==> src/core/ves_defs.svh <==
// Constants of the vectored exception sequencer: bus addresses, status
// codes, vectors, status word fields. Included by the core, bus model and bench.
//
// Notes on behaviour
// (RQ1) Vectored mode: master acknowledge cycle, vector from low data byte.
// (RQ2) Return: master end-of-interrupt read; top bit zero ends the sequence.
// (RQ3) Uncascaded master gives only vectors 0..127; negative means cascade.
// (RQ4) Only the master controller drives the maskable request pin.
// (RQ5) After cascade address, cascaded acknowledge; vector unsigned 0..255.
// (RQ6) Cascaded return: look up cascade address, cascaded EOI, discard byte.
// (RQ7) Every falling edge of the non-maskable pin raises an interrupt.
// (RQ8) Non-maskable: read FFFF00 with code 0100, discard, vector 1.
// (RQ9) Return from trap runs no end-of-interrupt cycles.
// (RQ10) Non-trace traps return to the first byte of the trapping instruction.
// (RQ11) Trap entry leaves the interrupt enable bit untouched.
// (RQ12) At a boundary: non-maskable, maskable, trace pending, else execute.
// (RQ13) Per instruction at most one interrupt and one of seven traps.
// (RQ14) Interrupt entry at a boundary or an interruptible point.
// (RQ15) Unfinished string op: clear trace pending, return to its first byte.
// (RQ16) Interrupt entry copies the status word, clears S, U, T, P and I.
// (RQ17) Non-vectored: read FFFE00 with code 0100, discard, vector 0.
// (RQ18) Vectored: read FFFE00 with code 0100; non-negative byte is vector.
// (RQ19) Byte -16..-1: cascade address at base+4*byte, read with code 0101.
// (RQ20) Non-trace trap first restores stack pointer and status word.
// (RQ21) Vectors: slave 3, priv 4, call 5, div 6, flag 7, bkpt 8, undef 10.
// (RQ22) Privileged operation with user bit set raises privilege violation.
// (RQ23) Maskable request is a level, taken only while enable bit is set.
// (RQ24) Configuration bit one selects vectored, zero non-vectored handling.
// (RQ25) Descriptor fetched as 32 bits at vector*4 plus table base.
`ifndef VES_DEFS_SVH
`define VES_DEFS_SVH
`define VES_ADR_ACK_NMI 24'hFFFF00
`define VES_ADR_ACK_INT 24'hFFFE00
`define VES_SC_ACK_M    4'h4
`define VES_SC_ACK_C    4'h5
`define VES_SC_EOI_M    4'h6
`define VES_SC_EOI_C    4'h7
`define VES_SC_MEM      4'hA
`define VES_VEC_NVI     8'h00
`define VES_VEC_NMI     8'h01
`define VES_VEC_SLAVE   8'h03
`define VES_VEC_PRIV    8'h04
`define VES_VEC_CALL    8'h05
`define VES_VEC_DIVZ    8'h06
`define VES_VEC_FLAG    8'h07
`define VES_VEC_BKPT    8'h08
`define VES_VEC_TRACE   8'h09
`define VES_VEC_UNDEF   8'h0A
`define VES_CAS_MIN     8'hF0
`define VES_PSR_RST     16'h0000
`define VES_PSR_T       1
`define VES_PSR_U       8
`define VES_PSR_P       10
`define VES_PSR_I       11
`define VES_CLR_INT     16'h0F02
`define VES_CLR_TRAP    16'h0702
`define VES_MSK_P       16'h0400
`endif

==> src/core/ves_pkg.sv <==
// Types of the vectored exception sequencer.
// Assumes the constants header sits beside it.
package ves_pkg;
  typedef enum logic [2:0] {
    VES_TK_SLAVE, VES_TK_CALL, VES_TK_DIVZ, VES_TK_FLAG, VES_TK_BKPT,
    VES_TK_UNDEF
  } ves_trap_t;
  typedef enum logic [1:0] {
    VES_KD_NMI, VES_KD_INT, VES_KD_TRACE, VES_KD_TRAP
  } ves_kind_t;
  typedef enum logic [2:0] {
    ST_IDLE, ST_ACKM, ST_CTAB, ST_CACK, ST_DESC, ST_EOIM, ST_ETAB, ST_EOIC
  } ves_state_t;
endpackage

==> src/core/ves_sequencer.sv <==
// Exception recognition, vector acquisition and end-of-interrupt cycles.
// Assumes a bus unit that runs one read per held request and answers with
// a one-cycle done pulse, and a core that signals instruction boundaries.
`include "ves_defs.svh"
module ves_sequencer (
  input  wire logic              clk_sys,
  input  wire logic              rst_b,
  input  wire logic              nmi_pin_b,
  input  wire logic              int_pin_b,
  input  wire logic              cfg_vectored,
  input  wire logic [31:0]       dispatch_table_base,
  input  wire logic              inst_start,
  input  wire logic              bnd_ok,
  input  wire logic              string_unfinished,
  input  wire logic [23:0]       cur_pc,
  input  wire logic [23:0]       next_pc,
  input  wire logic              trap_req,
  input  wire ves_pkg::ves_trap_t trap_kind,
  input  wire logic              priv_op,
  input  wire logic              return_from_interrupt_op_req,
  input  wire logic              return_from_trap_op_req,
  input  wire logic              psr_wr,
  input  wire logic [15:0]       psr_wr_val,
  input  wire logic              bus_done,
  input  wire logic [31:0]       bus_rdata,
  output logic                   bus_req,
  output logic [23:0]            bus_addr,
  output logic [3:0]             bus_status,
  output logic                   bus_dword,
  output logic                   exec_go,
  output logic                   svc_go,
  output ves_pkg::ves_kind_t     svc_kind,
  output logic [7:0]             svc_vector,
  output logic [31:0]            svc_desc,
  output logic [23:0]            svc_ret_addr,
  output logic [15:0]            psr_copy,
  output logic [15:0]            psr_q,
  output logic                   sp_restore,
  output logic                   busy
);
  import ves_pkg::*;

  ves_state_t  st_r;
  ves_kind_t   kind_r;
  logic        int_s1_r, int_s2_r, nmi_s1_r, nmi_s2_r, nmi_s3_r;
  logic        nmi_pend_r;
  logic [15:0] psr_r, psr_start_r;
  logic [7:0]  vec_r;
  logic        idle, take_trap, take_nmi, take_int, take_trace, take_go;
  logic [7:0]  trap_vec;
  logic [31:0] tab_addr, desc_addr;

  //----------------------------------------------------------------
  // Pin synchronisers and non-maskable edge capture
  //----------------------------------------------------------------
  // Two flops on the maskable pin, three on the non-maskable; the edge detector looks only at later stages
  always_ff @(posedge clk_sys or negedge rst_b) begin
    if (!rst_b) begin
      int_s1_r <= 1'b1;
      int_s2_r <= 1'b1;
      nmi_s1_r <= 1'b1;
      nmi_s2_r <= 1'b1;
      nmi_s3_r <= 1'b1;
    end else begin
      int_s1_r <= int_pin_b;
      int_s2_r <= int_s1_r;
      nmi_s1_r <= nmi_pin_b;
      nmi_s2_r <= nmi_s1_r;
      nmi_s3_r <= nmi_s2_r;
    end
  end

  // Pending flag: a new edge in the taking cycle wins over the clear
  always_ff @(posedge clk_sys or negedge rst_b) begin
    if (!rst_b) begin
      nmi_pend_r <= 1'b0;
    end else if (nmi_s3_r && !nmi_s2_r) begin
      nmi_pend_r <= 1'b1; // [RQ7]
    end else if (take_nmi) begin
      nmi_pend_r <= 1'b0;
    end
  end

  //----------------------------------------------------------------
  // Recognition at the boundary
  //----------------------------------------------------------------
  // A trap ends the instruction, so it outranks a boundary in the same cycle
  always_comb begin
    idle      = (st_r == ST_IDLE);
    take_trap = idle && (trap_req || (priv_op && psr_r[`VES_PSR_U])); // [RQ22]
    take_nmi  = idle && !take_trap && bnd_ok && nmi_pend_r; // [RQ12] [RQ14]
    take_int  = idle && !take_trap && bnd_ok && !nmi_pend_r &&
                !int_s2_r && psr_r[`VES_PSR_I]; // [RQ23]
    take_trace = idle && !take_trap && bnd_ok && !nmi_pend_r && // [RQ12]
                 !(!int_s2_r && psr_r[`VES_PSR_I]) && psr_r[`VES_PSR_P];
    take_go   = idle && !take_trap && bnd_ok && !take_nmi && !take_int &&
                !take_trace;
  end

  // Trap vector table; privilege violation outranks a reported kind
  always_comb begin
    trap_vec = `VES_VEC_UNDEF;
    if (priv_op && psr_r[`VES_PSR_U]) begin
      trap_vec = `VES_VEC_PRIV; // [RQ21]
    end else begin
      unique case (trap_kind)
        VES_TK_SLAVE: trap_vec = `VES_VEC_SLAVE;
        VES_TK_CALL:  trap_vec = `VES_VEC_CALL;
        VES_TK_DIVZ:  trap_vec = `VES_VEC_DIVZ;
        VES_TK_FLAG:  trap_vec = `VES_VEC_FLAG;
        VES_TK_BKPT:  trap_vec = `VES_VEC_BKPT;
        VES_TK_UNDEF: trap_vec = `VES_VEC_UNDEF;
        default:      trap_vec = `VES_VEC_UNDEF;
      endcase
    end
  end

  // Cascade entry sits below the base: sign-extended byte times four
  always_comb begin
    tab_addr  = dispatch_table_base +
                {{22{bus_rdata[7]}}, bus_rdata[7:0], 2'b00}; // [RQ19] [RQ6]
    desc_addr = dispatch_table_base + {22'h0, vec_r, 2'b00}; // [RQ25]
  end

  //----------------------------------------------------------------
  // Status word
  //----------------------------------------------------------------
  // Core writes lose to entry; start value kept for trap restore
  always_ff @(posedge clk_sys or negedge rst_b) begin
    if (!rst_b) begin
      psr_r       <= `VES_PSR_RST;
      psr_start_r <= `VES_PSR_RST;
      psr_copy    <= `VES_PSR_RST;
    end else if (take_trap) begin
      psr_copy <= psr_start_r; // [RQ20]
      psr_r    <= psr_start_r & ~`VES_CLR_TRAP; // [RQ11]
    end else if (take_nmi || take_int) begin
      psr_copy <= string_unfinished ? (psr_r & ~`VES_MSK_P) : psr_r;
      psr_r    <= psr_r & ~`VES_CLR_INT; // [RQ16] [RQ15]
    end else if (take_trace) begin
      psr_copy <= psr_r & ~`VES_MSK_P;
      psr_r    <= psr_r & ~`VES_CLR_TRAP;
    end else if (psr_wr) begin
      psr_r <= psr_wr_val;
    end else if (inst_start) begin
      psr_r[`VES_PSR_P] <= psr_r[`VES_PSR_T];
      psr_start_r       <= {psr_r[15:11], psr_r[`VES_PSR_T], psr_r[9:0]};
    end
  end

  //----------------------------------------------------------------
  // Sequencer and bus requests
  //----------------------------------------------------------------
  // One read at a time; the request stands until the done pulse
  always_ff @(posedge clk_sys or negedge rst_b) begin
    if (!rst_b) begin
      st_r         <= ST_IDLE;
      kind_r       <= VES_KD_INT;
      vec_r        <= 8'h00;
      bus_req      <= 1'b0;
      bus_addr     <= 24'h000000;
      bus_status   <= 4'h0;
      bus_dword    <= 1'b0;
      exec_go      <= 1'b0;
      svc_go       <= 1'b0;
      svc_desc     <= 32'h00000000;
      svc_ret_addr <= 24'h000000;
      sp_restore   <= 1'b0;
    end else begin
      exec_go    <= take_go;
      svc_go     <= 1'b0;
      sp_restore <= take_trap;
      unique case (st_r)
        ST_IDLE: begin
          if (take_trap) begin
            kind_r       <= VES_KD_TRAP;
            vec_r        <= trap_vec;
            svc_ret_addr <= cur_pc; // [RQ10]
            st_r         <= ST_DESC;
          end else if (take_nmi || take_int) begin
            kind_r       <= take_nmi ? VES_KD_NMI : VES_KD_INT;
            svc_ret_addr <= string_unfinished ? cur_pc : next_pc; // [RQ15]
            bus_req      <= 1'b1;
            bus_dword    <= 1'b0;
            bus_status   <= `VES_SC_ACK_M; // [RQ1]
            bus_addr     <= take_nmi ? `VES_ADR_ACK_NMI
                                     : `VES_ADR_ACK_INT; // [RQ8] [RQ17]
            st_r         <= ST_ACKM;
          end else if (take_trace) begin
            kind_r       <= VES_KD_TRACE;
            vec_r        <= `VES_VEC_TRACE;
            svc_ret_addr <= next_pc;
            st_r         <= ST_DESC;
          end else if (return_from_interrupt_op_req) begin
            bus_req    <= 1'b1;
            bus_dword  <= 1'b0;
            bus_status <= `VES_SC_EOI_M;
            bus_addr   <= `VES_ADR_ACK_INT;
            st_r       <= ST_EOIM;
          end
        end
        ST_ACKM: begin
          if (bus_done) begin
            bus_req <= 1'b0;
            if (kind_r == VES_KD_NMI) begin
              vec_r <= `VES_VEC_NMI; // [RQ8]
              st_r  <= ST_DESC;
            end else if (!cfg_vectored) begin
              vec_r <= `VES_VEC_NVI; // [RQ24] [RQ17]
              st_r  <= ST_DESC;
            end else if (!bus_rdata[7]) begin
              vec_r <= bus_rdata[7:0]; // [RQ18] [RQ3]
              st_r  <= ST_DESC;
            end else if (bus_rdata[7:0] >= `VES_CAS_MIN) begin
              bus_req    <= 1'b1;
              bus_dword  <= 1'b1;
              bus_status <= `VES_SC_MEM;
              bus_addr   <= tab_addr[23:0]; // [RQ19]
              st_r       <= ST_CTAB;
            end else begin
              // Reserved negative value: fall back to the default vector
              vec_r <= `VES_VEC_NVI;
              st_r  <= ST_DESC;
            end
          end
        end
        ST_CTAB: begin
          if (bus_done) begin
            bus_dword  <= 1'b0;
            bus_status <= `VES_SC_ACK_C; // [RQ19]
            bus_addr   <= bus_rdata[23:0];
            st_r       <= ST_CACK;
          end
        end
        ST_CACK: begin
          if (bus_done) begin
            bus_req <= 1'b0;
            vec_r   <= bus_rdata[7:0]; // [RQ5]
            st_r    <= ST_DESC;
          end
        end
        ST_DESC: begin
          // Descriptor read; request raised on entry, dropped at done
          if (!bus_req) begin
            bus_req    <= 1'b1;
            bus_dword  <= 1'b1;
            bus_status <= `VES_SC_MEM;
            bus_addr   <= desc_addr[23:0]; // [RQ25]
          end else if (bus_done) begin
            bus_req  <= 1'b0;
            svc_desc <= bus_rdata;
            svc_go   <= 1'b1; // [RQ13]
            st_r     <= ST_IDLE;
          end
        end
        ST_EOIM: begin
          if (bus_done) begin
            if (!bus_rdata[7]) begin
              bus_req <= 1'b0; // [RQ2]
              st_r    <= ST_IDLE;
            end else begin
              bus_dword  <= 1'b1;
              bus_status <= `VES_SC_MEM;
              bus_addr   <= tab_addr[23:0]; // [RQ6]
              st_r       <= ST_ETAB;
            end
          end
        end
        ST_ETAB: begin
          if (bus_done) begin
            bus_dword  <= 1'b0;
            bus_status <= `VES_SC_EOI_C;
            bus_addr   <= bus_rdata[23:0];
            st_r       <= ST_EOIC;
          end
        end
        ST_EOIC: begin
          if (bus_done) begin
            bus_req <= 1'b0; // Byte read back is dropped [RQ6]
            st_r    <= ST_IDLE;
          end
        end
      endcase
    end
  end

  // Visible copies of internal state; return_from_trap_op needs nothing here [RQ9]
  always_comb begin
    svc_kind   = kind_r;
    svc_vector = vec_r;
    psr_q      = psr_r;
    busy       = (st_r != ST_IDLE);
  end
endmodule

==> config.mk <==
export PLATFORM = sky130hd
export DESIGN_NAME = ves_sequencer
export DESIGN_NICKNAME = d
export VERILOG_FILES = /design/src/core/ves_pkg.sv /design/src/core/ves_sequencer.sv
export VERILOG_INCLUDE_DIRS = /design/src /design/src/core
export SDC_FILE = /design/constraint.sdc
export NUM_CORES = 1
export LEC_CHECK = 0
export BUFFER_PORTS_ARGS = -buffer_cell sky130_fd_sc_hd__buf_2
export CORE_MARGIN = 1
export CORE_UTILIZATION = 45
export DETAILED_ROUTE_END_ITERATION = 10
export GPL_TIMING_DRIVEN = 0
export PLACE_DENSITY = 0.73
export SLEW_MARGIN = 30
export SYNTH_ARGS = -nofsm -noshare
export SYNTH_HDL_FRONTEND = slang
export SYNTH_SLANG_ARGS = --single-unit
==> constraint.sdc <==
create_clock -name clk_sys -period 4.55 [get_ports clk_sys]
set_clock_uncertainty 0.1 [all_clocks]
set_input_delay 0.2275 -clock clk_sys [delete_from_list [all_inputs] [get_ports clk_sys]]
set_output_delay 0.2275 -clock clk_sys [all_outputs]
set_load 0.01 [all_outputs]
==> results of run 1 <==
## worst register-to-register path, delay by kind of cell, from the launching register on
kind	cells	cell delay (ps)
AO/OA/AOI/OAI	4	1290
AND/OR/NAND/NOR	3	550
adder cells (fa/ha/maj)	2	540
buffers and inverters	2	500
multiplexers	2	450
flip-flops	1	440
## layout make-up
type	instances	share of cell area [%]
diodes	4	0.0918
plain buffers	61	2.36
clock buffers	17	3.90
clock inverters	15	1.61
inverters	11	0.379
multi-input cells	672	36.6
flip-flops and latches	155	35.6
well taps	225	2.58
repair buffers	309	16.9
## power by group
| group | internal, mW | switching [mW] | total (mW) |
|---|---|---|---|
| Sequential | 1.98 | 0.376 | 2.36 |
| Clock | 0.739 | 0.670 | 1.41 |
| Combinational | 1.23 | 1.92 | 3.16 |
## metrics by stage
| stage | instances | power, mW |
|---|---|---|
| floorplan | 899 | 4.21 |
| global placement | 1380 | 5.38 |
| detailed placement | 1381 | 5.48 |
| CTS | 1464 | 6.93 |
| global route | 1467 | 7.42 |
| finish | 1469 | 6.92 |
## state kept, by name, summed over array words and instances, names as in the netlist, 2 cells and up
signal / flops
psr_q: 16
bus_status: 4
svc_desc: 32
psr_start_r: 15
svc_ret_addr: 24
bus_addr: 24
svc_kind: 2
st_r: 3
psr_copy: 16
svc_vector: 8
## cell families after synthesis
group / Yosys count / share of synthesized area (%)
compound gates: 223 / 16.8
simple gates: 344 / 18.5
buf+inv: 72 / 3.66
fa+ha+maj: 13 / 2.08
flops: 155 / 47.6
mux: 76 / 9.72
xor+xnor: 16 / 1.72
## layer usage
layer | GRT usage, % | part of all wire (%) | vias up
li1 | - | - | 3816
met1 | 36.7 | 41 | 3819
met2 | 48.6 | 49 | 345
met3 | 6.00 | 7.4 | 58
met4 | 12.9 | 3.3 | 0
met5 | 0 | 0 | -
## repair_timing
item	4_1_cts	5_1_grt
endpoints found under the hold margin	120	1
resized for setup	0	0
hold buffers	51	1
## worst max-delay path by stage
stage / startpoint / to / slack, ps / cells past startpoint
floorplan: st_r[1] / bus_addr[23] / 1270 / 11
detailed placement: st_r[1] / bus_addr[22] / 600 / 13
CTS: st_r[1] / bus_addr[22] / 550 / 13
global placement: st_r[1] / bus_addr[18] / 580 / 13
finish: st_r[1] / bus_addr[22] / 530 / 13
global route: st_r[1] / bus_addr[18] / 230 / 13
## placed cells by master (no fill, tap or decap), types with 6 or more instances in the layout
master / count
sky130_fd_sc_hd__a21o_1: 6
sky130_fd_sc_hd__a21oi_1: 37
sky130_fd_sc_hd__a221oi_1: 7
sky130_fd_sc_hd__a22oi_1: 14
sky130_fd_sc_hd__a31oi_1: 10
sky130_fd_sc_hd__and2_1: 6
sky130_fd_sc_hd__buf_2: 272
sky130_fd_sc_hd__clkbuf_1: 41
sky130_fd_sc_hd__clkbuf_16: 17
sky130_fd_sc_hd__dfrtp_1: 149
sky130_fd_sc_hd__dfstp_2: 6
sky130_fd_sc_hd__dlygate4sd3_1: 52
sky130_fd_sc_hd__ha_1: 12
sky130_fd_sc_hd__inv_1: 11
sky130_fd_sc_hd__mux2_1: 10
sky130_fd_sc_hd__mux2_2: 17
sky130_fd_sc_hd__mux2i_1: 49
sky130_fd_sc_hd__nand2_1: 206
sky130_fd_sc_hd__nand3_1: 12
sky130_fd_sc_hd__nor2_1: 63
sky130_fd_sc_hd__nor2b_1: 6
sky130_fd_sc_hd__nor3_1: 9
sky130_fd_sc_hd__o2111ai_1: 6
sky130_fd_sc_hd__o21ai_0: 98
sky130_fd_sc_hd__o22ai_1: 8
sky130_fd_sc_hd__or3_1: 7
sky130_fd_sc_hd__xnor2_1: 10
sky130_fd_sc_hd__xor2_1: 6
==> metrics.log, run 1 <==
INFO  metric buffers_plus_inverters_on_the_worst_setup_path = 2
INFO  metric max_h_tree_level = 4
INFO  metric hp-class = in2reg
INFO  metric syn_area = approximately 8000 sq um
INFO  metric chipHeight = 137 um
INFO  metric clock_latency = 430 ps
INFO  metric route.final.wire_length = 26.8 mm
INFO  metric syn_to_final_growth = 33.4%
INFO  metric yosys-top-cells-area = sky130_fd_sc_hd__dfrtp_1, sky130_fd_sc_hd__nand2_1, sky130_fd_sc_hd__mux2i_1
INFO  metric cts-root-buf = sky130_fd_sc_hd__clkbuf_16
INFO  metric critPathCaptureType = flop
INFO  metric violation_count_after_the_first_detailed_routing_iteration = 512
INFO  metric cts_inserted_buffers = 17
INFO  metric post-route-cell-area = approximately 11,000 sq um
INFO  metric yosysMostFrequentCell = sky130_fd_sc_hd__nand2_1
INFO  metric multi_input_area = approximately 4000 sq um
INFO  metric synth_largest_area_cell = sky130_fd_sc_hd__dfrtp_1
INFO  metric antenna_violations_before_repair = 2
INFO  metric dp_worst_setup_slack = 598 ps
INFO  metric worstPathCellList = nand2b_1 -> clkbuf_1 -> mux2_2 -> ha_1 -> inv_1 -> fa_1 -> nand2b_1 -> a211oi_1 -> a21oi_1 -> o211ai_1 -> nand3_1 -> mux2i_1 -> a31oi_1
INFO  metric yosys_register_bits = 155
INFO  metric slew_headroom = between 50% and 60%
INFO  metric edff_count_synth = 0
INFO  metric timing.critical_path.required = 4730 ps
INFO  metric route.vias.total = 8,038
INFO  metric average_detailed_routed_wire_length_per_instance = 18.3 um
INFO  metric initial_core_util = 46.6%
INFO  metric syn_nets = 1,057
INFO  metric drt_pre_antenna_iters = 5
INFO  metric drive_above_1_share = 27.7%
INFO  metric critPathTopFamily = compound AO/OA/AOI/OAI gates
INFO  metric timing.final.crit_period = around 4000 ps
INFO  metric path_clk_slew = 70 ps
INFO  metric fp.dieArea = between 15,000 and 20,000 sq um
INFO  metric num_rows = 48
INFO  metric timing.final.setup_violations = 0
INFO  metric clock_tree.buffer_depth = 2
INFO  metric gp_congestion = 0.917
INFO  metric floorplan.die.width = 137 um
INFO  metric drc_errors = 0
INFO  metric setup_repair_after_global_routing_missed_its_margin = no
INFO  metric worst_ir_drop_vdd = around 0.00033 V
INFO  metric hold-path-cell-count = 3
INFO  metric tritoncts = done
INFO  metric synthesis.instances = 899
INFO  metric global_route_wire_length_before_repair = 41.2 mm
INFO  metric avgViaCountPerCell = 5.47
INFO  metric worstPathArrival = 4200 ps
INFO  metric asyncSetResetFlopFracSynth = 100%
INFO  metric grt_max_degree = 84
INFO  metric buffer_ports.inserted = between 200 and 300
INFO  metric grt_util_all_layers = 29.2%
INFO  metric timing.hold.ws = 3.84 ps
INFO  metric leakage = 5.44 nW
INFO  metric syn-mean-instance-area = just over 9 sq um
INFO  metric post-route-worst-setup-slack = 529 ps
INFO  metric hold_path.startpoint = next_pc[13]
INFO  metric worst-r2r-setup-slack = 530 ps
INFO  metric core = 17,500 sq um
INFO  metric via_count_of_the_first_global_routing_pass = 7,783
INFO  metric postPlaceCellArea = 9770 sq um
INFO  metric hold_viol_final = 0
INFO  metric timing_worst_slew_pin_value = 655 ps
INFO  metric synthesis.yosys.warnings = 0
INFO  metric powerDensity = around 640 nW/um^2
INFO  metric io-pin-count = 277
INFO  metric r2r.worst_path.cells = 13
INFO  metric worstSetupPathType = reg2reg
INFO  metric antenna_violating_nets_post_route = 0
INFO  metric worst_setup_path_start_kind = flop
INFO  metric synth_top_cells_by_count = sky130_fd_sc_hd__nand2_1, sky130_fd_sc_hd__dfrtp_1, sky130_fd_sc_hd__o21ai_0, sky130_fd_sc_hd__nor2_1, sky130_fd_sc_hd__mux2i_1
INFO  metric share_of_the_yosys_chip_area_belonging_to_registers = a little under half
INFO  metric maxSlewViolCount = 0
INFO  metric critical-path-max-stage-delay = between 400 and 500 ps
INFO  metric regArea = 3890 sq um
INFO  metric outcome = completed
INFO  metric synth_top_flop_cell = sky130_fd_sc_hd__dfrtp_1
INFO  metric globalRouteOverflowTotal = 0
INFO  metric tns = 0 ps
INFO  metric post-dp-hpwl = 19.7 mm
INFO  metric finish.net_count = 1,385
INFO  metric num-fill-cells = approximately 1,600
INFO  metric timing.fmax = 0.249 GHz
INFO  metric utilization = around 62%
INFO  metric crit_slowest_cell = sky130_fd_sc_hd__o211ai_1
INFO  metric synth.lib_cells_used.distinct = 66
INFO  metric cts_setup_buffers = 0
INFO  metric highest_fanout_seen_on_the_critical_path = 10
INFO  metric regToRegStartpoint = st_r[1]
INFO  metric critical_path.reg2reg.endpoint = bus_addr[22]
INFO  metric maxCapViolations = 0
INFO  metric tritoncts_num_sinks = roughly 160
INFO  metric period_share = 88.4%
INFO  metric yosysTopAreaCellShare = 45.6%
INFO  metric whs_endpoint = svc_ret_addr[13]
INFO  metric critical_path.most_common_cell = sky130_fd_sc_hd__nand2b_1
(Power assumes the default switching activity.)
==> inputs of run 2 (changes only) <==
Settings changed: BUFFER_PORTS_ARGS -buffer_cell sky130_fd_sc_hd__buf_2 to -buffer_cell sky130_fd_sc_hd__buf_4.
==> run 2 against run 1 <==
Combinational power grew 10%; cell area grew 6.2%; die area is the same; setup slack got worse by 0.56 ps; critical path type unchanged; largest cell class unchanged; highest routed layer unchanged.
==> metrics.log, run 2 (same netlist as run 1, synthesis figures left out) <==
INFO  metric r2r.worst_path.cells = 13
INFO  metric violation_count_after_the_first_detailed_routing_iteration = 499
INFO  metric hp-class = in2reg
INFO  metric antenna_violating_nets_post_route = 0
INFO  metric maxSlewViolCount = 0
INFO  metric outcome = completed
INFO  metric slew_headroom = 58.2%
INFO  metric cts-root-buf = sky130_fd_sc_hd__clkbuf_16
INFO  metric drc_errors = 0
INFO  metric gp_congestion = 0.902
INFO  metric core = 17,500 sq um
INFO  metric setup_repair_after_global_routing_missed_its_margin = no
INFO  metric drt_pre_antenna_iters = 5
INFO  metric initial_core_util = 46.6%
INFO  metric num_rows = 48
INFO  metric powerDensity = between 600 and 700 nW/um^2
INFO  metric route.final.wire_length = 27.5 mm
INFO  metric mostFrequentLayoutCells = sky130_fd_sc_hd__buf_4, sky130_fd_sc_hd__nand2_1, sky130_fd_sc_hd__dfrtp_1
INFO  metric hold-path-cell-count = 3
INFO  metric clock_tree.buffer_depth = 2
INFO  metric layout_commonest_cell = sky130_fd_sc_hd__buf_4
INFO  metric period_share = 88.4%
INFO  metric grt_max_degree = 63
INFO  metric maxCapViolations = 0
INFO  metric timing.hold.ws = 7.91 ps
INFO  metric tritoncts_num_sinks = ~160
INFO  metric worst_ir_drop_vdd = 0.000346 V
INFO  metric floorplan.die.width = 137 um
INFO  metric worst_setup_path_start_kind = flop
INFO  metric met1_capacity_usage_during_global_routing = between 30% and 40%
INFO  metric io-pin-count = between 200 and 300
INFO  metric tritoncts = done
INFO  metric timing.final.setup_violations = 0
INFO  metric timing.final.crit_period = 4020 ps
INFO  metric leakage = 5.66 nW
INFO  metric grt-busiest-layer = met2
INFO  metric finish.net_count = ~1,400
INFO  metric fp.dieArea = 18,700 sq um
INFO  metric worstPathArrival = ~4200 ps
INFO  metric grt_util_met2 = 50.0%
INFO  metric diodes = 0
INFO  metric num-fill-cells = 1,408
INFO  metric clock_latency = around 430 ps
INFO  metric tns = 0 ps
INFO  metric globalRouteMet3Util = 6.00%
INFO  metric drive_above_1_share = 27.7%
INFO  metric timing.critical_path.required = 4730 ps
INFO  metric worstSetupPathType = reg2reg
INFO  metric average_detailed_routed_wire_length_per_instance = between 15 and 20 um
INFO  metric path_clk_slew = ~70 ps
INFO  metric syn_to_final_growth = 41.8%
INFO  metric highest_fanout_seen_on_the_critical_path = 10
INFO  metric regMostFlops = svc_desc
INFO  metric timing.fmax = roughly 0.25 GHz
INFO  metric antenna_violations_before_repair = 0
INFO  metric chipHeight = 137 um
INFO  metric buffer_ports.inserted = 256
INFO  metric route.vias.total = 8,103
INFO  metric avgViaCountPerCell = 5.53
INFO  metric max_h_tree_level = 4
INFO  metric globalRouteOverflowTotal = 0
INFO  metric timing_worst_slew_pin_value = between 600 and 700 ps
INFO  metric grt_util_all_layers = between 20% and 30%
INFO  metric cts_resized = 0
INFO  metric critPathCaptureType = flop
INFO  metric biggestRegsByFlops = svc_desc (32), bus_addr (24), svc_ret_addr (24)
INFO  metric hold_viol_final = 0
INFO  metric global_route_wire_length_before_repair = 42.1 mm
INFO  metric via_count_of_the_first_global_routing_pass = 7,752
INFO  metric largest_reg_flops = 32
INFO  metric post-dp-hpwl = 20.3 mm
INFO  metric cts_inserted_buffers = 17
run 2: report_power, final:
group / switching [mW] / internal [mW]
Clock: 0.629 / 0.884
Combinational: 1.95 / 1.53
Sequential: 0.402 / 1.98
Total: 2.98 / 4.40
run 2: metal layers:
metal	wire (um)	vias to the layer above
met1	11000	3839
met2	13300	362
li1	-	3822
met4	1100	0
met5	0	-
met3	2170	80
run 2: repair_timing:
item                                   in CTS  in global routing
endpoints found under the hold margin     201                  0
hold buffers                               52                  0
setup buffers                               0                  0
run 2: area by class of cell:
| cell class | instances | area, sq um | share of cell area, % |
|---|---|---|---|
| buffer | 61 | 258 | 2.23 |
| clock buffer | 17 | 425 | 3.67 |
| clock inverter | 15 | 200 | 1.73 |
| inverter | 11 | 41.3 | 0.356 |
| multi-input combinational | 672 | 3990 | 34.4 |
| sequential | 155 | 3890 | 33.6 |
| tap | 225 | 282 | 2.43 |
| timing repair buffer | 310 | 2500 | 21.6 |
run 2: worst max-delay path, stage by stage (launching register included):
cell and delay, ps:
sky130_fd_sc_hd__dfrtp_1 470, sky130_fd_sc_hd__nand2b_1 160, sky130_fd_sc_hd__clkbuf_1 470, sky130_fd_sc_hd__mux2_2 280
sky130_fd_sc_hd__ha_1 180, sky130_fd_sc_hd__inv_1 70, sky130_fd_sc_hd__fa_1 380, sky130_fd_sc_hd__nand2b_1 190
sky130_fd_sc_hd__a211oi_1 390, sky130_fd_sc_hd__a21oi_1 300, sky130_fd_sc_hd__o211ai_1 420, sky130_fd_sc_hd__nand3_1 180
sky130_fd_sc_hd__mux2i_1 190, sky130_fd_sc_hd__a31oi_1 100
run 2: stage by stage:
stage / std cells / util, % / area, sq um / power (mW) / setup WS [ps]
3_3_place_gp: 1380 / 59.2 / 10400 / 5.72 / 624
5_1_grt: 1466 / 66.0 / 11600 / 7.86 / 272
4_1_cts: 1466 / 66.0 / 11600 / 7.37 / 553
3_5_place_dp: 1382 / 59.5 / 10400 / 5.81 / 611
6_report: 1466 / 66.0 / 11600 / 7.38 / 528
2_1_floorplan: 899 / - / 8170 / 4.21 / 1270
run 2: final timing paths:
kind / startpoint / endpoint / slack [ps]
max in group asynchronous: rst_b / svc_kind[0] / 3510
worst max-delay path: st_r[1] / bus_addr[22] / 530
min in group asynchronous: rst_b / psr_copy[6] / 170
worst min-delay path: cur_pc[10] / svc_ret_addr[10] / 8
worst max register to register: st_r[1] / bus_addr[22] / 530
worst min register to register: nmi_s1_r / nmi_s2_r / 260
==> inputs of run 3 (changes only) <==
Settings changed: CAP_MARGIN set to 0, RECOVER_POWER set to 50.
==> run 3 against run 2 <==
Via count increased by 0.14%; sequential cell count unchanged; sequential share of layout area increased by 0.85 points; largest cell class unchanged; the flow now finishes with violations (capacitance limit, slew limit); global-route usage unchanged; highest routed layer unchanged; cell count unchanged; maximum frequency decreased by 0.45%; critical path depth unchanged; setup slack got worse by 18 ps.
==> metrics.log, run 3 (same netlist as run 1, synthesis figures left out) <==
INFO  metric critPathCaptureType = flop
INFO  metric multi_input_area = ~4000 sq um
INFO  metric avgViaCountPerCell = 5.53
INFO  metric hold_viol_final = 0
INFO  metric tritoncts = done
INFO  metric worstPathCellList = nand2b_1 -> clkbuf_1 -> mux2_2 -> ha_1 -> inv_1 -> fa_1 -> nand2b_1 -> a211oi_1 -> a21oi_1 -> o211ai_1 -> nand3_1 -> mux2i_1 -> a31oi_1
INFO  metric largest_reg_flops = 32
INFO  metric setup_repair_after_global_routing_missed_its_margin = no
INFO  metric timing.critical_path.required = approximately 4700 ps
INFO  metric hp-class = in2reg
INFO  metric timing_worst_slew_pin_value = about 2300 ps
INFO  metric chipHeight = about 140 um
INFO  metric initial_core_util = a little under half
INFO  metric syn_to_final_growth = 38.3%
INFO  metric diodes = 0
INFO  metric floorplan.die.width = around 140 um
INFO  metric clock_latency = 430 ps
INFO  metric gp_congestion = around 0.90
INFO  metric tritoncts_num_sinks = 155
INFO  metric regMostFlops = svc_desc
INFO  metric worstSetupPathType = reg2reg
INFO  metric grt_util_all_layers = 30.0%
INFO  metric maxSlewViolCount = about 110
INFO  metric cts_resized = 0
INFO  metric highest_fanout_seen_on_the_critical_path = 10
INFO  metric dp_worst_setup_slack = ~600 ps
INFO  metric globalRouteOverflowTotal = 0
INFO  metric drt_pre_antenna_iters = 5
INFO  metric period_share = about nine tenths
INFO  metric biggestRegsByFlops = svc_desc (32), bus_addr (24), svc_ret_addr (24)
INFO  metric path_clk_slew = roughly 70 ps
INFO  metric timing.final.crit_period = around 4000 ps
INFO  metric cts-hold-fix-buffers = 52
INFO  metric clock_tree.buffer_depth = 2
INFO  metric maxCapViolations = 2
INFO  metric finish.net_count = 1,386
INFO  metric io-pin-count = 277
INFO  metric cts_inserted_buffers = 17
INFO  metric regArea = 3890 sq um
INFO  metric mostFrequentLayoutCells = sky130_fd_sc_hd__nand2_1, sky130_fd_sc_hd__buf_4, sky130_fd_sc_hd__dfrtp_1
INFO  metric route.vias.total = around 8,100
INFO  metric layout_commonest_cell = sky130_fd_sc_hd__nand2_1
INFO  metric route.final.wire_length = 27.6 mm
INFO  metric worst_ir_drop_vdd = 0.000346 V
INFO  metric grt_max_degree = 63
INFO  metric drive_above_1_share = 22.6%
INFO  metric max_h_tree_level = 4
INFO  metric timing.fmax = approximately 0.25 GHz
INFO  metric antenna_violating_nets_post_route = 0
INFO  metric grt_util_met2 = 50.0%
INFO  metric tns = 0 ps
INFO  metric leakage = 5.40 nW
INFO  metric worst_setup_path_start_kind = flop
INFO  metric via_count_of_the_first_global_routing_pass = about 7,800
INFO  metric post-route-worst-setup-slack = 510 ps
INFO  metric critical_path.most_common_cell = sky130_fd_sc_hd__nand2b_1
INFO  metric slew_headroom = -53.5%
INFO  metric num-fill-cells = 1,492
INFO  metric grt-busiest-layer = met2
INFO  metric post-dp-hpwl = 20.3 mm
INFO  metric global_route_wire_length_before_repair = 42.1 mm
INFO  metric cts_setup_buffers = 0
INFO  metric fp.dieArea = around 19,000 sq um
INFO  metric average_detailed_routed_wire_length_per_instance = 18.8 um
INFO  metric antenna_violations_before_repair = 0
INFO  metric cts-root-buf = sky130_fd_sc_hd__clkbuf_16
INFO  metric num_rows = 48
INFO  metric totalPowerFinal = slightly above 7 mW
INFO  metric violation_count_after_the_first_detailed_routing_iteration = 527
INFO  metric powerDensity = roughly 640 nW/um^2
INFO  metric buffer_ports.inserted = 256
INFO  metric worstPathArrival = 4220 ps
INFO  metric core = 17,500 sq um
INFO  metric met1_capacity_usage_during_global_routing = 37.1%
INFO  metric critical-path-max-stage-delay = 470 ps
INFO  metric outcome = finished with violations
INFO  metric crit_slowest_cell = sky130_fd_sc_hd__clkbuf_1
INFO  metric utilization = between 60% and 70%
INFO  metric timing.final.setup_violations = 0
INFO  metric globalRouteMet3Util = 6.00%
INFO  metric drc_errors = 0
INFO  metric violated_checks = capacitance limit, slew limit
==> run 3: changes by cell type in the layout (fill, tap and decap cells not counted) <==
cell                       before  now
sky130_fd_sc_hd__dfstp_1        0    1
sky130_fd_sc_hd__clkbuf_1      41  103
sky130_fd_sc_hd__dfstp_2        6    5
sky130_fd_sc_hd__buf_16         2    0
sky130_fd_sc_hd__buf_8          1    0
sky130_fd_sc_hd__clkbuf_2       0    2
sky130_fd_sc_hd__buf_4        255  192
sky130_fd_sc_hd__clkbuf_4       0    2
==> run 3: worst paths after layout <==
path,depth (start not counted),slack (ps),start,to
max in group asynchronous,3,910,rst_b,svc_vector[0]
worst min register to register,0,260,int_s1_r,int_s2_r
min in group asynchronous,2,920,rst_b,psr_copy[6]
worst max-delay path,13,510,st_r[1],bus_addr[22]
worst min-delay path,3,7,cur_pc[10],svc_ret_addr[10]
worst max register to register,13,510,st_r[1],bus_addr[22]
==> run 3: cell type report <==
cell class              count  share of cell area [%]
well taps                 225                    2.49
inverters                  11                   0.365
flip-flops and latches    155                    34.4
clock buffers              17                    3.77
clock inverters            15                    1.77
plain buffers              61                    2.28
multi-input cells         672                    35.3
repair buffers            310                    19.6
==> run 3: metrics by stage <==
step                      hold slack, ps  cell area, sq um  std cells
after floorplan                     -168              8170        899
after global placement               238             10400       1380
after detailed placement            40.2             10400       1382
after CTS                          0.295             11600       1466
after global routing                3.74             11300       1466
final                               6.50             11300       1466
==> run 3: per-layer routing <==
metal | part of all wire [%] | wire length (um) | vias to the layer above
li1 | - | - | 3818
met1 | 40 | 11000 | 3841
met4 | 3.8 | 1040 | 0
met2 | 48 | 13300 | 379
met3 | 8.2 | 2250 | 76
met5 | 0 | 0 | -
==> run 3: critical path, delay by kind of cell (launching register included) <==
family          cells  cell delay, ps
compound gates      4            1230
fa+ha+maj           2             560
buf+inv             2             540
flops               1             460
mux                 2             460
simple gates        3             530
==> run 3: where the power goes <==
group | total (mW) | internal (mW) | switching [mW]
Clock | 1.52 | 0.884 | 0.633
Combinational | 3.28 | 1.33 | 1.95
Sequential | 2.38 | 1.98 | 0.396
